<file path="src/brc_regs.svh">
// Constants of the parallel remote control port: codes, reset address, timing, correction factor.
// Assumes inclusion by bare name from design and checker files.
`ifndef BRC_REGS_SVH
`define BRC_REGS_SVH
// Status codes
`define BRC_ST_IN_RANGE 3'h0
`define BRC_ST_UNDER_LIN 3'h1
`define BRC_ST_OVER 3'h2
`define BRC_ST_UNDER_LOG 3'h3
`define BRC_ST_ZEROING 3'h4
// Range codes on the output
`define BRC_RNG_1 3'h1
`define BRC_RNG_2 3'h2
`define BRC_RNG_3 3'h3
`define BRC_RNG_4 3'h4
`define BRC_RNG_5 3'h5
// Range select input codes
`define BRC_SEL_STANDBY 3'h0
// Sequencer power-up address, 000 octal
`define BRC_SEQ_RESET 6'h00
// Print strobe low time in ns and in cycles at 40 MHz (25 ns)
`define BRC_STROBE_NS 1000
`define BRC_CLK_NS 25
`define BRC_STROBE_CYC ((`BRC_STROBE_NS + `BRC_CLK_NS - 1) / `BRC_CLK_NS)
// Correction factor applied when the override input is low
`define BRC_CAL_100 7'h64
`endif

</file>
<file path="src/brc_pkg.sv">
// Types of the parallel remote control port.
// Assumes brc_regs.svh holds the numeric constants.
package brc_pkg;
  // Measurement mode: bit 1 is the first mode input, bit 0 the second
  typedef enum logic [1:0] {
    BRC_MODE_REF = 2'b00,
    BRC_MODE_LIN = 2'b01,
    BRC_MODE_REL = 2'b10,
    BRC_MODE_LOG = 2'b11
  } brc_mode_e;
  // Trigger behaviour
  typedef enum logic [1:0] {
    BRC_TRIG_HOLD = 2'b00,
    BRC_TRIG_FREE = 2'b01,
    BRC_TRIG_SINGLE = 2'b10
  } brc_trig_e;
  // Programming inputs from the controller
  typedef struct packed {
    logic remote_sel_n;
    logic [2:0] range_sel;
    logic rate;
    logic trig_hold_n;
    logic cal_override_n;
    logic [1:0] mode_sel;
    logic zero_req_n;
  } brc_prog_s;
  // Front-panel controls
  typedef struct packed {
    logic [2:0] range_sel;
    logic trig_hold;
    logic [1:0] mode_sel;
    logic zero_req;
    logic [6:0] cal_pct;
  } brc_panel_s;
  // One measurement result from the analog front end
  typedef struct packed {
    logic neg;
    logic [15:0] digits;
    logic [3:0] exponent;
    logic under;
    logic over;
    logic [2:0] range;
  } brc_meas_s;
  // Data driven to the printer
  typedef struct packed {
    logic [2:0] status;
    logic [2:0] range_code;
    logic sign;
    logic [15:0] digits;
    logic [3:0] exponent;
    logic [1:0] mode_code;
  } brc_out_s;
endpackage

</file>
<file path="src/brc_sync.sv">
// Two-flop synchroniser bank for the programming pins.
// Assumes one clock; inputs are asynchronous pins.
`timescale 1ns/1ps
module brc_sync #(
  parameter int W = 10
) (
  input wire logic clk_i,
  input wire logic rst_i,
  input wire logic ce_i,
  input wire logic [W-1:0] rst_val_i,
  input wire logic [W-1:0] d_i,
  output logic [W-1:0] q_o
);
  logic [W-1:0] s1_ff;
  logic [W-1:0] s2_ff;
  logic [W-1:0] nxt_s1;
  logic [W-1:0] nxt_s2;
  // ---------------------------------------------------------------
  // Synchroniser stages
  // ---------------------------------------------------------------
  // Stages hold while clock enable is low
  always_comb begin
    nxt_s1 = ce_i ? d_i : s1_ff;
    nxt_s2 = ce_i ? s1_ff : s2_ff;
  end
  // Reset to all ones: idle level of pulled-up pins
  always_ff @(posedge clk_i or posedge rst_i) begin
    if (rst_i) begin
      s1_ff <= '1;
      s2_ff <= '1;
    end else begin
      s1_ff <= nxt_s1;
      s2_ff <= nxt_s2;
    end
  end
  assign q_o = s2_ff;
endmodule

</file>
<file path="src/brc_port.sv">
// Parallel BCD remote control port of a bench power meter.
// Assumes a 40 MHz clock; pins from the controller and front panel are asynchronous.
// Functional notes
// - Status code 000 in range, 001 linear under, 010 over, 011 log under, 100 zeroing.
// - Range code 001..100 for ranges 1..4, 101 for range 5.
// - After each measurement, valid data then a high-to-low print strobe.
// - Remote select high obeys panel except the override input; low obeys programming inputs.
// - Remote range 000 standby, 001..011 ranges, 11x auto ranging.
// - Standby holds sequencer at address 000 octal, no measurement.
// - Remote triggering chosen from rate input and trigger-hold input.
// - Override low forces 100 percent correction; high uses panel switch.
// - Remote mode inputs 00 reference, 10 relative, 01 linear, 11 log.
// - Auto-zero runs while zero request input is low.
// - Reading is sign plus four 8421 BCD digits and negative exponent.
`timescale 1ns/1ps
`include "brc_regs.svh"
module brc_port (
  input wire logic clk_i,
  input wire logic rst_i,
  input wire logic ce_i,
  input wire brc_pkg::brc_prog_s prog_i,
  input wire brc_pkg::brc_panel_s panel_i,
  input wire logic meas_done_i,
  input wire brc_pkg::brc_meas_s meas_i,
  output brc_pkg::brc_out_s data_o,
  output logic print_n_o,
  output logic meas_req_o,
  output logic auto_range_o,
  output logic [2:0] range_o,
  output brc_pkg::brc_trig_e trig_o,
  output brc_pkg::brc_mode_e mode_o,
  output logic [6:0] cal_pct_o,
  output logic zero_o,
  output logic standby_o,
  output logic [5:0] seq_addr_o
);
  import brc_pkg::*;

  localparam int PW = $bits(brc_prog_s);
  localparam int FW = $bits(brc_panel_s);
  localparam int SCNT = `BRC_STROBE_CYC;

  typedef enum logic [1:0] {
    BRC_ST_IDLE = 2'b00,
    BRC_ST_SETUP = 2'b01,
    BRC_ST_STROBE = 2'b10
  } brc_pst_e;

  // ---------------------------------------------------------------
  // Input synchronisers
  // ---------------------------------------------------------------
  brc_prog_s prog_s;
  brc_panel_s panel_s;
  logic [PW-1:0] prog_raw;
  logic [FW-1:0] panel_raw;
  logic done_s;

  brc_sync #(.W(PW+FW+1)) u_sync (
    .clk_i(clk_i),
    .rst_i(rst_i),
    .ce_i(ce_i),
    .rst_val_i('1),
    .d_i({prog_i, panel_i, meas_done_i}),
    .q_o({prog_raw, panel_raw, done_s})
  );
  assign prog_s = brc_prog_s'(prog_raw);
  assign panel_s = brc_panel_s'(panel_raw);

  // Maps a range number 1..5 to the output code
  function automatic logic [2:0] range_code(input logic [2:0] r);
    case (r)
      3'h1: range_code = `BRC_RNG_1;
      3'h2: range_code = `BRC_RNG_2;
      3'h3: range_code = `BRC_RNG_3;
      3'h4: range_code = `BRC_RNG_4;
      3'h5: range_code = `BRC_RNG_5;
      default: range_code = `BRC_RNG_1;
    endcase
  endfunction

  // ---------------------------------------------------------------
  // Control selection
  // ---------------------------------------------------------------
  logic remote;
  logic [2:0] sel_range;
  logic sel_auto;
  logic sel_standby;
  brc_trig_e sel_trig;
  brc_mode_e sel_mode;
  logic [6:0] sel_cal;
  logic sel_zero;

  // Remote or panel source, then decode of range, trigger, mode and zero
  always_comb begin
    remote = ~prog_s.remote_sel_n;
    sel_range = remote ? prog_s.range_sel : panel_s.range_sel;
    sel_auto = remote && (prog_s.range_sel[2:1] == 2'b11);
    sel_standby = remote && (prog_s.range_sel == `BRC_SEL_STANDBY);
    if (!remote) begin
      sel_auto = (panel_s.range_sel[2:1] == 2'b11);
    end
    if (remote) begin
      if (!prog_s.trig_hold_n) begin
        sel_trig = BRC_TRIG_HOLD;
      end else if (prog_s.rate) begin
        sel_trig = BRC_TRIG_FREE;
      end else begin
        sel_trig = BRC_TRIG_SINGLE;
      end
      sel_mode = brc_mode_e'(prog_s.mode_sel);
      sel_zero = ~prog_s.zero_req_n;
    end else begin
      sel_trig = panel_s.trig_hold ? BRC_TRIG_HOLD : BRC_TRIG_FREE;
      sel_mode = brc_mode_e'(panel_s.mode_sel);
      sel_zero = panel_s.zero_req;
    end
    sel_cal = prog_s.cal_override_n ? panel_s.cal_pct : `BRC_CAL_100;
  end

  // ---------------------------------------------------------------
  // Registered controls and sequencer address
  // ---------------------------------------------------------------
  logic [5:0] seq_ff;
  logic [5:0] nxt_seq;
  logic done_d_ff;
  logic nxt_done_d;

  // Sequencer steps once per measurement, pinned to 000 in standby
  always_comb begin
    nxt_done_d = done_s;
    if (sel_standby) begin
      nxt_seq = `BRC_SEQ_RESET;
    end else if (done_s && !done_d_ff) begin
      nxt_seq = seq_ff + 6'h01;
    end else begin
      nxt_seq = seq_ff;
    end
  end
  always_ff @(posedge clk_i or posedge rst_i) begin
    if (rst_i) begin
      seq_ff <= `BRC_SEQ_RESET;
      done_d_ff <= 1'b1;
    end else if (ce_i) begin
      seq_ff <= nxt_seq;
      done_d_ff <= nxt_done_d;
    end
  end

  logic done_rise;
  assign done_rise = done_s && !done_d_ff && !sel_standby;

  // Control outputs
  always_ff @(posedge clk_i or posedge rst_i) begin
    if (rst_i) begin
      range_o <= 3'h0;
      auto_range_o <= 1'b1;
      trig_o <= BRC_TRIG_FREE;
      mode_o <= BRC_MODE_LIN;
      cal_pct_o <= `BRC_CAL_100;
      zero_o <= 1'b0;
      standby_o <= 1'b0;
    end else if (ce_i) begin
      range_o <= sel_range;
      auto_range_o <= sel_auto;
      trig_o <= sel_trig;
      mode_o <= sel_mode;
      cal_pct_o <= sel_cal;
      zero_o <= sel_zero;
      standby_o <= sel_standby;
    end
  end
  assign seq_addr_o = seq_ff;
  // Built from registered controls only, so it never leads standby or zero by a cycle
  assign meas_req_o = !standby_o && !zero_o && (trig_o != BRC_TRIG_HOLD);

  // ---------------------------------------------------------------
  // Output data and print strobe
  // ---------------------------------------------------------------
  brc_pst_e st_ff;
  brc_pst_e nxt_st;
  logic [7:0] cnt_ff;
  logic [7:0] nxt_cnt;
  brc_out_s out_ff;
  brc_out_s nxt_out;
  logic [2:0] nxt_status;

  // Status code of the latest result
  always_comb begin
    if (zero_o) begin
      nxt_status = `BRC_ST_ZEROING;
    end else if (meas_i.over) begin
      nxt_status = `BRC_ST_OVER;
    end else if (meas_i.under) begin
      nxt_status = (mode_o == BRC_MODE_LOG) ? `BRC_ST_UNDER_LOG : `BRC_ST_UNDER_LIN;
    end else begin
      nxt_status = `BRC_ST_IN_RANGE;
    end
  end

  // Latch data on completion, hold a setup cycle, then pulse print low
  always_comb begin
    nxt_st = st_ff;
    nxt_cnt = cnt_ff;
    nxt_out = out_ff;
    case (st_ff)
      BRC_ST_IDLE: begin
        if (done_rise) begin
          nxt_out.status = nxt_status;
          nxt_out.range_code = range_code(meas_i.range);
          nxt_out.sign = meas_i.neg;
          nxt_out.digits = meas_i.digits;
          nxt_out.exponent = meas_i.exponent;
          nxt_out.mode_code = mode_o;
          nxt_st = BRC_ST_SETUP;
        end
      end
      BRC_ST_SETUP: begin
        nxt_st = BRC_ST_STROBE;
        nxt_cnt = 8'(SCNT - 1);
      end
      BRC_ST_STROBE: begin
        if (cnt_ff == 8'h00) begin
          nxt_st = BRC_ST_IDLE;
        end else begin
          nxt_cnt = cnt_ff - 8'h01;
        end
      end
      default: nxt_st = BRC_ST_IDLE;
    endcase
  end
  always_ff @(posedge clk_i or posedge rst_i) begin
    if (rst_i) begin
      st_ff <= BRC_ST_IDLE;
      cnt_ff <= 8'h00;
      out_ff <= '0;
    end else if (ce_i) begin
      st_ff <= nxt_st;
      cnt_ff <= nxt_cnt;
      out_ff <= nxt_out;
    end
  end
  assign data_o = out_ff;
  assign print_n_o = (st_ff != BRC_ST_STROBE);
endmodule

</file>
<file path="config.mk">
export PLATFORM = sky130hd
export DESIGN_NAME = brc_port
export DESIGN_NICKNAME = d
export VERILOG_FILES = /design/src/brc_pkg.sv /design/src/brc_sync.sv /design/src/brc_port.sv
export VERILOG_INCLUDE_DIRS = /design/src /design/src/src
export SDC_FILE = /design/constraint.sdc
export NUM_CORES = 1
export LEC_CHECK = 0
export BUFFER_PORTS_ARGS = -buffer_cell sky130_fd_sc_hd__buf_4
export CAP_MARGIN = 10
export CORE_ASPECT_RATIO = 2
export CORE_MARGIN = 10
export CORE_UTILIZATION = 45
export DETAILED_ROUTE_END_ITERATION = 8
export GPL_ROUTABILITY_DRIVEN = 0
export PLACE_DENSITY = 0.71
export SYNTH_ARGS = -nofsm -noshare
export SYNTH_HDL_FRONTEND = slang
export SYNTH_SLANG_ARGS = --single-unit
</file>
<file path="constraint.sdc">
create_clock -name clk_i -period 3.3 [get_ports clk_i]
set_input_delay 0.495 -clock clk_i [delete_from_list [all_inputs] [get_ports clk_i]]
set_output_delay 0.495 -clock clk_i [all_outputs]
set_load 0.01 [all_outputs]
</file>
==> flow_summary.yaml <==
place:
  io_buffers: 107
  dpl.hpwl_um: 7853
  pre_cts_ws_ps: 1151
global_routing:
  gr-total-overflow: 0
  grt_max_degree: 78
  antenna_found_initial: 0
  grt_pass1_wl_um: 17570
  grt_pass1_vias: 3402
  grt_use_total_pct: 14.26
worst_setup_path:
  arrival_ps: 2410
  cp-startpoint: "u_sync.q_o[24]$_DFFE_PP1P_"
  ff2ff_path_depth: 3
  r2r_start: "u_sync.q_o[24]$_DFFE_PP1P_"
  critPathCaptureType: "flip-flop"
  path_class: "reg -> reg"
  crit_fanout: 30
  r2r_slack_ps: 1170
  critPathLaunchType: "flip-flop"
  crit_end: "data_o[15]$_DFFE_PP0P_"
  worstReg2RegEnd: "data_o[15]$_DFFE_PP0P_"
  critPathRequiredTime_ps: 3580
yosys:
  synth_top_area_share_pct: 30.81
  synth_edf_count: 0
  synth-simple-area-share_pct: 7.773
  syn_area_um2: 4861
  yosysWarnings: 0
  synth-xor-area-share_pct: 0
  synthTopCellsByArea: "dfstp_2 31%, dfrtp_1 29%, mux2_2 12%, mux2_4 8.6%, mux2i_1 2.9%"
  synth-compound-area-share_pct: 5.277
  ys_seq_elements: 113
  yosysMostFrequentCell: "dfstp_2"
  synthCells: 350
  synth_flop_cell: "dfstp_2"
  ys_types: 40
  syn_nets: 407
  synthMuxAreaShare_pct: 23.35
  synth_fa_ha_area_share_pct: 0.7722
  synth_top_family_by_area: "multiplexers"
  synth_top_area_cell: "dfstp_2"
  yosys-top-cells-count: "57 x dfstp_2, 56 x dfrtp_1, 51 x mux2_2"
  synthArstFlopShare_pct: 100.0
  avgSynthCellArea_um2: 13.89
  synth-seq-area-share_pct: 59.64
power_and_ir_drop:
  ir_drop_v: 0.0004928
  p_leak_nw: 2.986
  power_density_nw_per_um2: 832.5
job:
  max_cap_viol_count: 0
clocking:
  hold_buffers: 0
  cts_root_buffer: "clkbuf_16"
  ctsResizeCount: 0
  cts.sinks: 113
  numCtsBuffers: 17
  clk_pin_slew_ps: 50
  cts_buffer_depth: 2
  clkLatencyLatePin_ps: 400
  cts_setup_buffers: 0
  htreeDepth: 4
  cts_tree: "built"
die:
  ios: 108
  die_h_um: 167.0
  die_w_um: 93.49
  fp.coreArea_um2: 10540
  rows: 53
  die-area_um2: 15610
  start_util_pct: 46.10
timing:
  rsz0062_at_grt: "no"
  hold_viol: 0
  clock_skew_ps: 6.343
  setup_tns_ps: 0
  fmaxAchievable_mhz: 470.2
  post-route-period-util_pct: 64.45
  slew-limit-headroom_pct: 46.55
  finalSetupViolCount: 0
  min_period_ps: 2127
  tightest_slew_ps: 801.7
  setup_slack_ps: 1173
  report.final.slew_viol_count: 0
worst_hold_path:
  worstHoldPathType: "in -> async"
drt:
  ant_nets: 0
  post_drt_wl_per_cell_um: 17.72
  drtIter0Drc: 176
  drt_wl_total_um: 10830
  dr.pass1.iters: 4
  viasPerCell: 5.124
  drc: 0
  via_count: 3131
layout:
  fin_nets: 518
  antenna_cells: 0
  fillers: 793
  drive_gt1_share_pct: 60.13
  syn2layout_area_growth_pct: 32.02
run_status:
  status: "finished, final reports clean"
==> final cells by class <==
| cell class | instances | area [µm²] | share of cell area [%] |
|---|---|---|---|
| multi-input combinational | 203 | 1807 | 28.15 |
| clock inverter | 6 | 56.30 | 0.8774 |
| inverter | 16 | 63.81 | 0.9943 |
| sequential | 113 | 2899 | 45.17 |
| timing repair buffer | 110 | 825.8 | 12.87 |
| tap | 137 | 171.4 | 2.671 |
| clock buffer | 26 | 594.3 | 9.261 |
==> power breakdown <==
| group | leakage (nW) | internal (mW) | switching (mW) |
|---|---|---|---|
| registers | 1.27 | 1.81 | 0.295 |
| logic | 1.38 | 0.783 | 0.544 |
| clock network | 0.329 | 1.31 | 0.596 |
| total | 2.99 | 3.91 | 1.43 |
==> sequential cells by signal (all words and copies together), names as in the netlist <==
signal and cells:
mode_o 2, range_o 3, cnt_ff 8, seq_addr_o 6, done_d_ff 1, u_sync.q_o 25, u_sync.s1_ff 25, cal_pct_o 7
data_o 29, zero_o 1, st_ff 2, auto_range_o 1, trig_o 2, standby_o 1
==> cells by family after synthesis <==
group	count (synthesis)
flops	113
mux	93
simple gates	69
compound gates	38
buf+inv	34
fa+ha+maj	3
==> critical path, cell delays in order (launching register included) <==
cell and delay (ps):
dfstp_2 730, o41ai_4 140, or4_4 720, mux2_4 390
==> routing by layer <==
layer | GRT usage [%] | vias to the layer above | wire length, µm
met5 | 0 | - | 0
met4 | 6.883 | 0 | 212
met3 | 5.133 | 14 | 597
met2 | 24.74 | 84 | 6024
met1 | 14.51 | 1573 | 3993
li1 | - | 1460 | -
==> through the flow <==
| step | utilization [%] | hold WS (ps) | cell area (µm²) | power (mW) | instances |
|---|---|---|---|---|---|
| floorplan | - | 460.2 | 4865 | 2.822 | 350 |
| global placement | 54.69 | 472.8 | 5767 | 3.407 | 579 |
| detailed placement | 54.69 | 480.1 | 5767 | 3.474 | 579 |
| CTS | 60.86 | 304.7 | 6417 | 5.415 | 611 |
| global route | 60.86 | 302.2 | 6417 | 5.613 | 611 |
| finish | 60.86 | 301.1 | 6417 | 5.343 | 611 |
==> worst min-delay path by stage <==
stage	cells past startpoint	end	slack, ps
after floorplan	1	cnt_ff[6]$_DFFE_PP0P_	460
after global placement	2	u_sync.q_o[7]$_DFFE_PP1P_	470
after detailed placement	2	u_sync.q_o[6]$_DFFE_PP1P_	480
after CTS	2	u_sync.s1_ff[23]$_DFFE_PP1P_	300
after global routing	2	u_sync.s1_ff[5]$_DFFE_PP1P_	300
final	3	standby_o$_DFFE_PP0P_	300
==> placed cells by master, fill, tap and decap left out, types with 5 or more instances in the layout <==
cell type,instances
nor2_1,18
o21ai_0,11
inv_1,15
nand3_1,9
dfrtp_1,56
a31oi_1,6
mux2_2,51
dfstp_2,57
o211ai_1,5
clkbuf_16,21
buf_4,110
a21oi_1,8
mux2i_1,14
clkbuf_8,5
mux2_4,28
nand2_1,11
No activity file was read; power rests on OpenSTA's default activity.
